`src/shared/epw_map.vh`:
```
// Address map, field layout, reset values and codes of the egress
// multicast/unicast preference block.
// Assumes a 32-bit APB slave with byte addresses on paddr.
//
// Function
// - Every port keeps separate preference settings for priority groups 2 and 3.
// - Weighted preference enable sits at bit 6, read/write, resets to zero.
// - Enable low: no type is favoured; select and weight are ignored.
// - Enable high: the weight applies to the selected preferred type.
// - Preferred-type select is bit 7: 0 multicast, 1 unicast.
// - Weight is bits 28 to 31: preferred packets sent between non-preferred ones.
`ifndef EPW_MAP_VH
`define EPW_MAP_VH

`define EPW_ADDR_W        20
`define EPW_OFS_PRIO2     20'h1B018
`define EPW_OFS_PRIO3     20'h1B01C
`define EPW_OFS_STATUS    20'h1B0F0

// Field bits are counted with bit 0 as the most significant, so
// bit 6 is [25], bit 7 is [24] and bits 28 to 31 are [3:0].
`define EPW_BIT_ENABLE    25
`define EPW_BIT_SELECT    24
`define EPW_WEIGHT_HI     3
`define EPW_WEIGHT_LO     0
`define EPW_WEIGHT_MAX    4'hF

`define EPW_RESET_VALUE   32'h00000000
`define EPW_SEL_MCAST     1'b0
`define EPW_SEL_UCAST     1'b1

// Status register layout.
`define EPW_ST_CNT2_LO    0
`define EPW_ST_LAST2      4
`define EPW_ST_CNT3_LO    8
`define EPW_ST_LAST3      12

`endif

```
`src/epw_egress_pref.v`:
```
// Egress multicast/unicast preference for priority groups 2 and 3 of one
// egress port, with its APB register slave.
// Assumes APB master signals synchronous to pclk and queue flags driven
// by the egress scheduler of the same port.
//
// The APB interface to the registers was left to the implementer.
`timescale 1ns/100ps
`default_nettype none
`include "epw_map.vh"

module epw_egress_pref
(
  // APB clock and reset.
  input  wire                   pclk,
  input  wire                   presetn,
  // APB slave.
  input  wire                   psel,
  input  wire                   penable,
  input  wire                   pwrite,
  input  wire [`EPW_ADDR_W-1:0] paddr,
  input  wire [31:0]            pwdata,
  input  wire [3:0]             pstrb,
  output reg  [31:0]            prdata,
  output wire                   pready,
  output wire                   pslverr,
  // Priority group 2 queues.
  input  wire                   mc_valid_p2,
  input  wire                   uc_valid_p2,
  input  wire                   take_p2,
  output wire                   grant_mc_p2,
  output wire                   grant_uc_p2,
  // Priority group 3 queues.
  input  wire                   mc_valid_p3,
  input  wire                   uc_valid_p3,
  input  wire                   take_p3,
  output wire                   grant_mc_p3,
  output wire                   grant_uc_p3
);

  wire        hit_p2;
  wire        hit_p3;
  wire        hit_status;
  wire        hit_any;
  wire        access_done;
  wire        wr_p2;
  wire        wr_p3;
  wire        en_p2;
  wire        sel_p2;
  wire [3:0]  wt_p2;
  wire        en_p3;
  wire        sel_p3;
  wire [3:0]  wt_p3;
  wire [31:0] rdata_p2;
  wire [31:0] rdata_p3;
  wire [3:0]  cnt_p2;
  wire [3:0]  cnt_p3;
  wire        last_uc_p2;
  wire        last_uc_p3;
  reg  [31:0] status_word;
  reg  [31:0] next_prdata;

  assign hit_p2     = (paddr == `EPW_OFS_PRIO2);
  assign hit_p3     = (paddr == `EPW_OFS_PRIO3);
  assign hit_status = (paddr == `EPW_OFS_STATUS);
  assign hit_any    = hit_p2 || hit_p3 || hit_status;

  // Read data is captured in the setup cycle so it comes from a flop while
  // the access phase still completes without wait states.
  assign pready      = psel && penable;
  assign pslverr     = psel && penable && !hit_any;
  assign access_done = psel && penable && pready;
  assign wr_p2       = access_done && pwrite && hit_p2;
  assign wr_p3       = access_done && pwrite && hit_p3;

  always @*
  begin
    status_word = 32'h00000000;
    status_word[`EPW_ST_CNT2_LO+3:`EPW_ST_CNT2_LO] = cnt_p2;
    status_word[`EPW_ST_LAST2]                     = last_uc_p2;
    status_word[`EPW_ST_CNT3_LO+3:`EPW_ST_CNT3_LO] = cnt_p3;
    status_word[`EPW_ST_LAST3]                     = last_uc_p3;
  end

  always @*
  begin
    next_prdata = 32'h00000000;
    if (hit_p2)
      next_prdata = rdata_p2;
    else if (hit_p3)
      next_prdata = rdata_p3;
    else if (hit_status)
      next_prdata = status_word;
  end

  always @(posedge pclk or negedge presetn)
  begin
    if (!presetn)
      prdata <= 32'h00000000;
    else if (psel && !penable && !pwrite)
      prdata <= next_prdata;
  end

  epw_pref_reg u_reg_p2
  (
    .pclk                  (pclk),
    .presetn               (presetn),
    .wr_en                 (wr_p2),
    .pwdata                (pwdata),
    .pstrb                 (pstrb),
    .weighted_pref_enable  (en_p2),
    .preferred_type_select (sel_p2),
    .weight                (wt_p2),
    .rdata                 (rdata_p2)
  );

  epw_pref_reg u_reg_p3
  (
    .pclk                  (pclk),
    .presetn               (presetn),
    .wr_en                 (wr_p3),
    .pwdata                (pwdata),
    .pstrb                 (pstrb),
    .weighted_pref_enable  (en_p3),
    .preferred_type_select (sel_p3),
    .weight                (wt_p3),
    .rdata                 (rdata_p3)
  );

  // Each group is steered only by its own register.
  epw_grp_arb u_arb_p2
  (
    .pclk                  (pclk),
    .presetn               (presetn),
    .weighted_pref_enable  (en_p2),
    .preferred_type_select (sel_p2),
    .weight                (wt_p2),
    .mc_valid              (mc_valid_p2),
    .uc_valid              (uc_valid_p2),
    .take                  (take_p2),
    .grant_mc              (grant_mc_p2),
    .grant_uc              (grant_uc_p2),
    .pref_count            (cnt_p2),
    .last_uc               (last_uc_p2)
  );

  epw_grp_arb u_arb_p3
  (
    .pclk                  (pclk),
    .presetn               (presetn),
    .weighted_pref_enable  (en_p3),
    .preferred_type_select (sel_p3),
    .weight                (wt_p3),
    .mc_valid              (mc_valid_p3),
    .uc_valid              (uc_valid_p3),
    .take                  (take_p3),
    .grant_mc              (grant_mc_p3),
    .grant_uc              (grant_uc_p3),
    .pref_count            (cnt_p3),
    .last_uc               (last_uc_p3)
  );

endmodule
`default_nettype wire

```
`src/epw_grp_arb.v`:
```
// Multicast/unicast pick for one priority group of one egress port.
// Assumes the egress scheduler raises take in the cycle it consumes the
// packet that grant_mc or grant_uc names.
`timescale 1ns/100ps
`default_nettype none
`include "epw_map.vh"

module epw_grp_arb
(
  // Clock and reset.
  input  wire       pclk,
  input  wire       presetn,
  // Configuration.
  input  wire       weighted_pref_enable,
  input  wire       preferred_type_select,
  input  wire [3:0] weight,
  // Queues.
  input  wire       mc_valid,
  input  wire       uc_valid,
  input  wire       take,
  output reg        grant_mc,
  output reg        grant_uc,
  // State.
  output reg  [3:0] pref_count,
  output reg        last_uc
);

  wire pref_valid;
  wire other_valid;
  reg  pick_pref;
  reg  pick_other;

  assign pref_valid  = (preferred_type_select == `EPW_SEL_UCAST) ? uc_valid : mc_valid;
  assign other_valid = (preferred_type_select == `EPW_SEL_UCAST) ? mc_valid : uc_valid;

  always @*
  begin
    pick_pref  = 1'b0;
    pick_other = 1'b0;
    grant_mc   = 1'b0;
    grant_uc   = 1'b0;
    if (!weighted_pref_enable)
    begin
      // Plain alternation favours neither type.
      if (mc_valid && uc_valid)
      begin
        grant_mc = last_uc;
        grant_uc = !last_uc;
      end
      else
      begin
        grant_mc = mc_valid;
        grant_uc = uc_valid;
      end
    end
    else
    begin
      // Preferred type goes while its quota lasts or the other is absent.
      if (pref_valid && (!other_valid || (pref_count < weight)))
        pick_pref = 1'b1;
      else if (other_valid)
        pick_other = 1'b1;
      grant_uc = (preferred_type_select == `EPW_SEL_UCAST) ? pick_pref : pick_other;
      grant_mc = (preferred_type_select == `EPW_SEL_UCAST) ? pick_other : pick_pref;
    end
  end

  always @(posedge pclk or negedge presetn)
  begin
    if (!presetn)
    begin
      pref_count <= 4'h0;
      last_uc    <= 1'b0;
    end
    else
    begin
      if (!weighted_pref_enable)
        pref_count <= 4'h0;
      else if (take && pick_other)
        pref_count <= 4'h0;
      else if (take && pick_pref && (pref_count != `EPW_WEIGHT_MAX))
        pref_count <= pref_count + 4'h1;
      if (take && (grant_mc || grant_uc))
        last_uc <= grant_uc;
    end
  end

endmodule
`default_nettype wire

```
`src/epw_pref_reg.v`:
```
// One preference register: enable, preferred-type select and weight.
// Assumes the caller qualifies wr_en with a completed APB write.
`timescale 1ns/100ps
`default_nettype none
`include "epw_map.vh"

module epw_pref_reg
(
  // Clock and reset.
  input  wire        pclk,
  input  wire        presetn,
  // Write side.
  input  wire        wr_en,
  input  wire [31:0] pwdata,
  input  wire [3:0]  pstrb,
  // Fields.
  output reg         weighted_pref_enable,
  output reg         preferred_type_select,
  output reg  [3:0]  weight,
  output wire [31:0] rdata
);

  // The reset word is all zeros, so every field clears to a plain constant.
  always @(posedge pclk or negedge presetn)
  begin
    if (!presetn)
    begin
      weighted_pref_enable  <= 1'b0;
      preferred_type_select <= 1'b0;
      weight                <= 4'h0;
    end
    else if (wr_en)
    begin
      if (pstrb[3])
      begin
        weighted_pref_enable  <= pwdata[`EPW_BIT_ENABLE];
        preferred_type_select <= pwdata[`EPW_BIT_SELECT];
      end
      if (pstrb[0])
        weight <= pwdata[`EPW_WEIGHT_HI:`EPW_WEIGHT_LO];
    end
  end

  // Reserved bits read as zero.
  assign rdata = {6'h00, weighted_pref_enable, preferred_type_select,
                  20'h00000, weight};

endmodule
`default_nettype wire
```
`config.mk`:
```
export PLATFORM = sky130hd
export DESIGN_NAME = epw_egress_pref
export DESIGN_NICKNAME = d
export VERILOG_FILES = /design/src/epw_egress_pref.v /design/src/epw_grp_arb.v /design/src/epw_pref_reg.v
export VERILOG_INCLUDE_DIRS = /design/src /design/src/shared
export SDC_FILE = /design/constraint.sdc
export NUM_CORES = 1
export LEC_CHECK = 0
export BUFFER_PORTS_ARGS = -buffer_cell sky130_fd_sc_hd__buf_2
export CAP_MARGIN = 0
export CORE_UTILIZATION = 45
export DETAILED_ROUTE_END_ITERATION = 10
export GPL_ROUTABILITY_DRIVEN = 0
export PLACE_DENSITY_LB_ADDON = 0.1
export SKIP_CTS_REPAIR_TIMING = 1
export SLEW_MARGIN = 20
export SYNTH_ARGS = -nofsm -noshare
export SYNTH_HDL_FRONTEND = slang
export SYNTH_HIERARCHICAL = 1
export SYNTH_SLANG_ARGS = --single-unit
export TNS_END_PERCENT = 1
```
`constraint.sdc`:
```
create_clock -name pclk -period 1.95 [get_ports pclk]
set_input_delay 0.0975 -clock pclk [delete_from_list [all_inputs] [get_ports pclk]]
set_output_delay 0.0975 -clock pclk [all_outputs]
set_load 0.03 [all_outputs]
```
==> flow_summary.toml, run 1 <==
[placed_design]
detailed_place_hpwl_um = 5720
placedCellCount = 555
placed_area_mm2 = 0.00403
portBuffers = 76

[detailed_routing]
routed_wirelength_um = 7900
first_pass_iters = 4
dr.first_iter.drc_count = 96
routed_via_density = 4.95
wl_met2_um = 3570
dr_wl_met3_um = 355
vias = 2838
wl_per_cell_um = 13.8
drt-met1-wl_um = 3890
top_layer_used = "met4"
drc = 0
ant_nets = 0

[sta]
setup_viol = 5
relSlewSlack_pct = 65.3
setup_ws_ns = -0.217
min_period_over_period_pct = 111
skew_ns = 0.00530
tns_ns = -0.766
final_max_slew_viol_count = 0
tightest_slew_ns = 0.521
min_period_ns = 2.17
hold_viol = 0
fmax_ghz = 0.462
rsz0062_at_grt = "true"

[synthesis]
synth_seq_cells = 54
async_reset_ff_share_pct = 100
synth_cells = 380
synth_area_leaders = "dfrtp_1 37%, buf_4 13%, mux2i_1 6.5%"
synth_enable_flop_cells = 0
synth_flop_cell = "dfrtp_1"
synth_area_per_cell_um2 = 9.71
yosys.area.top_type = "dfrtp_1"
syn_area_mm2 = 0.00369
synth-seq-area-share_pct = 36.6
yosysUniqueCellTypes = 44
synth_top_area_share_pct = 36.6
yosysWarnings = 6

[worst_setup_path]
critPathRequiredTime_ns = 1.85
r2r_end = "u_arb_p2/pref_count[3]"
crit_type = "reg2out"
r2r_cells = 9
crit_fanout = 3
cp-startpoint = "u_reg_p3/weight[3]"
ff2ff_setup_slack_ns = 0
setup.worst_path.start_class = "flip-flop"
cp.arrival_ns = 2.07
cp-endpoint = "grant_mc_p3"
worstSetupEndpointType = "output pin"
r2r_start = "u_reg_p2/weight[2]"

[clock_tree]
cts.sinks = 54
cts_root_buf = "clkbuf_8"
numCtsBuffers = 5
clk-insertion-delay-late_ns = 0.31
clk_pin_slew_ns = 0.09
cts_max_path_buffers = 2
cts_tree = "yes"
htree_levels = 2

[worst_hold_path]
min_path_type = "in2reg"

[global_route]
grt_use_total_pct = 19.1
first_global_vias = 2657
grt_max_degree = 35
antenna_found_initial = 0
overflow = 0
grt_pass1_wl_um = 12800

[floorplanning]
dieWidth_um = 92.6
ios = 105
start_util_pct = 47.0
die_area_mm2 = 0.00857
core_area_mm2 = 0.00785
dieHeight_um = 92.6
fp-row-count = 32

[finish]
utilization_pct = 54.8
diodes = 0
fillers = 762
area_growth_syn_to_layout_pct = 16.5
drive_gt1_share_pct = 36.9
final_nets = 545
fin_cells = 573
finalInstanceArea_mm2 = 0.00430

[pwr]
p_leak_nw = 2.16
powerDensity_mw_per_mm2 = 478
ir_worst_vdd_uv = 260

[flow_run]
cap_violations = 0

[run_status]
outcome = "complete, but fails checks"
failed_checks = "negative setup slack"
[state kept, by name (all words and copies together), names as in the netlist]
| signal | count |
|---|---|
| u_reg_p3/preferred_type_select | 1 |
| u_arb_p2/pref_count | 4 |
| u_reg_p3/weight | 4 |
| u_reg_p2/weight | 4 |
| u_arb_p3/pref_count | 4 |
| u_reg_p2/weighted_pref_enable | 1 |
| u_reg_p3/weighted_pref_enable | 1 |
| u_arb_p3/last_uc | 1 |
| u_reg_p2/preferred_type_select | 1 |
| u_arb_p2/last_uc | 1 |
| prdata | 32 |
[per-layer routing]
metal / track usage [%] / vias to the layer above
met2: 30.6 / 73
met4: 4.82 / 0
met5: 0 / -
met1: 26.9 / 1340
met3: 2.96 / 7
li1: - / 1418
[logic make-up (layout without fill, tap and decap cells)]
kind of cell | count (synthesis) | count (layout) | share of synthesized area [%]
flip-flops | 54 | 54 | 36.6
multiplexers | 38 | 38 | 11.6
other | 2 | 52 | 0.203
AND/OR/NAND/NOR | 114 | 114 | 16.3
AO/OA/AOI/OAI | 79 | 79 | 16.5
adder cells (fa/ha/maj) | 8 | 8 | 2.71
buffers and inverters | 85 | 126 | 16.0
[synthesized netlist by cell type, types with 4 or more instances]
master     n
a21oi_1    6
a22oi_1   10
and3_1     4
buf_2      4
buf_4     65
clkbuf_1   5
dfrtp_1   54
ha_1       8
inv_1      8
mux2_2     6
mux2_4     8
mux2i_1   24
nand2_1   46
nand2b_1  13
nand3_1    6
nor2_1    17
nor3_1     6
o21a_1     4
o21ai_0    9
o21ai_1    6
o21ai_2   14
o31ai_1   14
[placed cells by master, fill, tap and decap left out, types with 4 or more instances in the layout]
cell type and n:
a22oi_1 10, nand3_1 6, mux2i_1 24, mux2_4 8, nor3_1 5, inv_1 6
buf_2 72, o21ai_0 6, o21ai_2 14, nor2_1 15, dfrtp_1 54, o21ai_1 9
nand2_1 46, buf_4 32, o31ai_1 13, o21a_1 4, buf_6 4, mux2_2 6
a21oi_1 6, clkbuf_8 6, conb_1 52, nand2b_1 13, ha_1 5
[area by class of cell]
type / count / area (um2) / area share [%]
clock buffers: 7 / 86.3 / 2.01
inverters: 8 / 30.0 / 0.698
clock inverters: 1 / 5.00 / 0.116
flip-flops and latches: 54 / 1350 / 31.4
multi-input cells: 291 / 2020 / 47.1
well taps: 102 / 128 / 2.97
repair buffers: 110 / 676 / 15.7
[where the power goes]
group	switching (mW)	internal, mW	leakage, nW
clock	0.365	0.288	0.0482
combinational	0.160	0.110	1.36
sequential	0.00777	1.13	0.750
[worst max-delay path, cell delays in order, from the launching register on]
cell and delay (ns):
dfrtp_1 0.38, inv_1 0.06, ha_1 0.26, o21a_1 0.15, nor2_2 0.05, or3_4 0.36
and3_4 0.19, o21a_1 0.18, buf_6 0.14
[how the worst min path moves through the flow]
stage,start,to,slack [ns],cells past startpoint
after floorplan,presetn,prdata[0],-0.20,0
after global placement,presetn,prdata[26],0.11,1
after detailed placement,presetn,prdata[27],0.10,1
after CTS,presetn,prdata[18],-0.24,1
after global routing,pwdata[2],u_reg_p2/weight[2],0.03,2
final,pwdata[2],u_reg_p2/weight[2],0.04,2
[per-stage QoR]
step	setup slack, ns	total power [mW]	hold slack [ns]
after global placement	0.0196	1.41	0.107
after floorplan	-0.153	1.37	-0.198
final	-0.217	2.06	0.0417
after detailed placement	0.0243	1.41	0.105
after global routing	-0.306	2.16	0.0300
after CTS	-0.333	2.06	-0.242
(Power assumes the default switching activity.)
==> run 2, diff against run 1 <==
--- a/config.mk
+++ b/config.mk
@@ -8,7 +8,9 @@
 export LEC_CHECK = 0
 export BUFFER_PORTS_ARGS = -buffer_cell sky130_fd_sc_hd__buf_2
 export CAP_MARGIN = 0
-export CORE_UTILIZATION = 45
+export CELL_PAD_IN_SITES_DETAIL_PLACEMENT = 0
+export CELL_PAD_IN_SITES_GLOBAL_PLACEMENT = 2
+export CORE_UTILIZATION = 32
 export DETAILED_ROUTE_END_ITERATION = 10
 export GPL_ROUTABILITY_DRIVEN = 0
 export PLACE_DENSITY_LB_ADDON = 0.1
==> run 2 against run 1 <==
Effect of this change:
- final cell count grew 5.9%
- highest routed layer unchanged
- the flow still finishes with violations (negative setup slack)
- register-to-register slack worse by 0.02 ns
- wire length increased by 9.5%
- critical path depth unchanged
- clock skew decreased by 0.00091 ns
- sequential power barely moved
- sequential share of layout area is 0.75 points lower
- combinational power rose by 1%
- clock power rose by 60%
- cell area is 2.4% higher
- hold slack better by 0.015 ns
==> flow_summary.toml, run 2 (synthesized netlist as in run 1, its figures left out) <==
[finish]
final_nets = 542
regMostFlops = "prdata"
layout_commonest_cell = "buf_2"
drive_gt1_share_pct = 36.8
largest_reg_flops = 32
final_cell_mix = "72 x buf_2, 54 x dfrtp_1, 52 x conb_1"
utilization_pct = 39.9
finalInstanceArea_mm2 = 0.00441
diodes = 0
fillers = 1171
area_growth_syn_to_layout_pct = 19.4
fin_cells = 607

[sta]
rsz0062_at_grt = "true"
setup_viol = 5
setup_ws_ns = -0.199
final_max_slew_viol_count = 0
tightest_slew_ns = 0.571
min_period_ns = 2.15
min_period_over_period_pct = 110
fmax_ghz = 0.465
hold_viol = 0
skew_ns = 0.00438
relSlewSlack_pct = 61.9

[run_status]
failed_checks = "negative setup slack"
outcome = "complete, but fails checks"

[pwr]
p_total_mw = 2.45
p_leak_nw = 2.18
ir_worst_vdd_uv = 305
powerDensity_mw_per_mm2 = 556

[clock_tree]
cts_root_buf = "clkbuf_16"
numCtsBuffers = 5
clk_pin_slew_ns = 0.07
cts_tree = "yes"
cts_max_path_buffers = 2
htree_levels = 2
clk-insertion-delay-late_ns = 0.29
cts.sinks = 54

[floorplanning]
die_area_mm2 = 0.0120
core_area_mm2 = 0.0110
start_util_pct = 33.5
dieWidth_um = 109
ios = 105
dieHeight_um = 109
fp-row-count = 38

[worst_hold_path]
hold_depth = 2
holdPathEnd = "u_reg_p3/preferred_type_select"
hp-start = "pwdata[24]"
min_path_type = "in2reg"

[detailed_routing]
routed_via_density = 4.57
drc = 0
first_pass_iters = 5
routed_wirelength_um = 8650
vias = 2775
dr.first_iter.drc_count = 160
wl_per_cell_um = 14.2
ant_nets = 0

[placed_design]
portBuffers = 76
detailed_place_hpwl_um = 6360
placedCellCount = 597
placed_area_mm2 = 0.00410

[global_route]
grt_max_degree = 33
antenna_found_initial = 0
grt_pass1_wl_um = 13800
first_global_vias = 2708
grt_use_total_pct = 15.1
overflow = 0

[worst_setup_path]
crit_fanout = 3
ff2ff_setup_slack_ns = -0.02
setup.worst_path.start_class = "flip-flop"
r2r_start = "u_reg_p3/weight[3]"
r2r_end = "u_arb_p3/pref_count[3]"
r2r_cells = 7
critPathRequiredTime_ns = 1.85
cp.arrival_ns = 2.05
worstSetupEndpointType = "output pin"
crit_type = "reg2out"

[flow_run]
cap_violations = 0
[run 2: how the worst max path moves through the flow]
stage                            start     endpoint  slack (ns)  cells after the start
finish              u_reg_p3/weight[3]  grant_mc_p3       -0.20                      8
global placement    u_reg_p2/weight[2]  grant_mc_p2       0.003                      8
CTS                 u_reg_p3/weight[3]  grant_mc_p3       -0.32                      8
detailed placement  u_reg_p2/weight[2]  grant_mc_p2        0.01                      8
floorplan           u_reg_p3/weight[2]  grant_uc_p3       -0.15                      8
global route        u_reg_p3/weight[3]  grant_mc_p3       -0.29                      8
[run 2: final cells by class]
cell class | instances | area [um2] | area share (%)
Clock inverter | 1 | 30.0 | 0.682
Inverter | 8 | 30.0 | 0.682
Timing Repair Buffer | 107 | 653 | 14.8
Clock buffer | 6 | 139 | 3.15
Sequential cell | 54 | 1350 | 30.7
Multi-Input combinational cell | 291 | 2030 | 46.0
Tap cell | 140 | 175 | 3.98
[run 2: per-stage QoR]
stage | setup slack [ns] | TNS, ns | hold WS [ns]
after floorplan | -0.153 | -0.153 | -0.198
after global placement | 0.00311 | 0 | 0.139
after detailed placement | 0.0110 | 0 | 0.129
after CTS | -0.317 | -1.24 | -0.187
after global routing | -0.289 | -1.49 | 0.0583
final | -0.199 | -0.728 | 0.0569
[run 2: power breakdown]
group          internal (mW)  total (mW)  switching (mW)
combinational          0.111       0.274           0.163
sequential              1.13        1.13         0.00746
clock                  0.635        1.04           0.405
[run 2: per-layer routing]
metal	wire (um)	track usage, %	vias to the layer above
met5	0	0	-
met4	92	3.71	0
met3	424	2.13	7
met2	3890	24.7	66
met1	4240	21.0	1304
li1	-	-	1398
[run 2: critical path: stages, from the launching register on]
cell	delay (ns)
dfrtp_1	0.38
inv_1	0.05
ha_1	0.27
o21a_1	0.16
nor2_2	0.05
or3_4	0.36
and3_4	0.18
o21a_1	0.17
buf_6	0.13
==> run 3, diff against run 2 <==
--- a/config.mk
+++ b/config.mk
@@ -10,12 +10,13 @@
 export CAP_MARGIN = 0
 export CELL_PAD_IN_SITES_DETAIL_PLACEMENT = 0
 export CELL_PAD_IN_SITES_GLOBAL_PLACEMENT = 2
+export CORE_MARGIN = 3
 export CORE_UTILIZATION = 32
 export DETAILED_ROUTE_END_ITERATION = 10
 export GPL_ROUTABILITY_DRIVEN = 0
 export PLACE_DENSITY_LB_ADDON = 0.1
 export SKIP_CTS_REPAIR_TIMING = 1
-export SLEW_MARGIN = 20
+export SLEW_MARGIN = 40
 export SYNTH_ARGS = -nofsm -noshare
 export SYNTH_HDL_FRONTEND = slang
 export SYNTH_HIERARCHICAL = 1
==> run 3 against run 2 <==
Effect of this change:
- utilization rose by 0.37 points
- final cell count grew 1.2%
- critical path type unchanged
- critical endpoint is now grant_mc_p2
- the flow still finishes with violations (negative setup slack)
- fmax decreased by 2.9%
==> flow_summary.toml, run 3 (synthesized netlist as in run 1, its figures left out) <==
[run_status]
outcome = "complete, but fails checks"
failed_checks = "negative setup slack"

[sta]
relSlewSlack_pct = 59.2
tns_ns = -0.880
skew_ns = 0.00514
rsz0062_at_grt = "true"
min_period_ns = 2.21
fmax_ghz = 0.452
setup_ws_ns = -0.263
hold_viol = 0
min_period_over_period_pct = 113
final_max_slew_viol_count = 0
setup_viol = 7
tightest_slew_ns = 0.607

[placed_design]
portBuffers = 76
placedCellCount = 596
place_ws_ns = -0.00945
detailed_place_hpwl_um = 6510

[worst_hold_path]
min_path_type = "in2reg"

[finish]
largest_reg_flops = 32
drive_gt1_share_pct = 38.0
area_growth_syn_to_layout_pct = 21.0
final_cell_mix = "72 x buf_2, 54 x dfrtp_1, 52 x conb_1"
layout_commonest_cell = "buf_2"
fin_cells = 614
regMostFlops = "prdata"
diodes = 0
final_nets = 548
fillers = 1118

[pwr]
powerDensity_mw_per_mm2 = 543
p_leak_nw = 2.21
ir_worst_vdd_uv = 365
p_total_mw = 2.43

[worst_setup_path]
critPathBufInv = 2
crit_type = "reg2out"
setup.worst_path.start_class = "flip-flop"
cp_top_family = "simple AND/OR/NAND/NOR gates"
worstSetupEndpointType = "output pin"
cp.arrival_ns = 2.12
crit_fanout = 4
slowest_stage = "dfrtp_1"
critPathRequiredTime_ns = 1.85
path_cells = "inv_1 -> ha_1 -> o21a_1 -> nor2_4 -> or3_4 -> and3_4 -> o21a_1 -> buf_6"
crit_path_frequent_cell = "o21a_1"
cpPeakStageDelay_ns = 0.38

[clock_tree]
numCtsBuffers = 5
cts_tree = "yes"
clk-insertion-delay-late_ns = 0.29
cts_root_buf = "clkbuf_16"
htree_levels = 2
cts_max_path_buffers = 2
clk_pin_slew_ns = 0.07
cts.sinks = 54

[global_route]
antenna_found_initial = 0
overflow = 0
grt_use_total_pct = 13.8
grt_pass1_wl_um = 14000
first_global_vias = 2646
grt_max_degree = 33

[floorplanning]
ios = 105
dieWidth_um = 113
dieHeight_um = 113
core_area_mm2 = 0.0111
fp-row-count = 38
die_area_mm2 = 0.0129
start_util_pct = 33.3

[flow_run]
cap_violations = 0

[detailed_routing]
routed_via_density = 4.65
dr.first_iter.drc_count = 161
drc = 0
vias = 2854
ant_nets = 0
routed_wirelength_um = 8840
first_pass_iters = 4
wl_per_cell_um = 14.4
-- run 3: cell types whose count changed in the layout (fill, tap and decap cells not counted), sizes merged --
| cell | previous run | this run |
|---|---|---|
| clkbuf | 6 | 7 |
| buf | 106 | 112 |
-- run 3: metrics by stage --
stage	area, um2	hold WS (ns)	util (%)
detailed placement	4100	0.149	37.0
CTS	4260	-0.168	38.4
global placement	4100	0.148	37.0
finish	4470	0.0639	40.3
floorplan	3880	-0.198	-
global route	4470	0.0545	40.3
-- run 3: final cells by class --
cell class / count / area, um2 / share of cell area, %
multi-input combinational: 291 / 2050 / 45.9
sequential: 54 / 1350 / 30.3
timing repair buffer: 113 / 698 / 15.6
tap: 140 / 175 / 3.92
clock buffer: 7 / 133 / 2.97
clock inverter: 1 / 30.0 / 0.672
inverter: 8 / 30.0 / 0.672
-- run 3: layer usage --
| metal | track usage, % | up-vias | wire length (um) |
|---|---|---|---|
| met5 | 0 | - | 0 |
| li1 | - | 1425 | - |
| met4 | 3.13 | 0 | 78 |
| met1 | 19.9 | 1350 | 4340 |
| met2 | 21.8 | 74 | 3980 |
| met3 | 2.28 | 5 | 444 |
-- run 3: final timing paths --
check                                   start                     end  slack, ns  cells past startpoint
min                                 pwdata[3]      u_reg_p2/weight[3]       0.06                      2
min reg2reg                        prdata[10]              prdata[10]       0.47                      2
max reg2reg                u_reg_p2/weight[3]  u_arb_p2/pref_count[3]      -0.03                      7
max                        u_reg_p2/weight[3]             grant_mc_p2      -0.26                      8
max in group asynchronous             presetn              prdata[12]       1.01                      3
min in group asynchronous             presetn              prdata[28]       0.34                      2
-- run 3: power by group --
group          total (mW)  switching [mW]  internal, mW
Clock                1.02           0.407         0.609
Combinational       0.274           0.163         0.111
Sequential           1.13         0.00841          1.13
Total                2.43           0.579          1.85
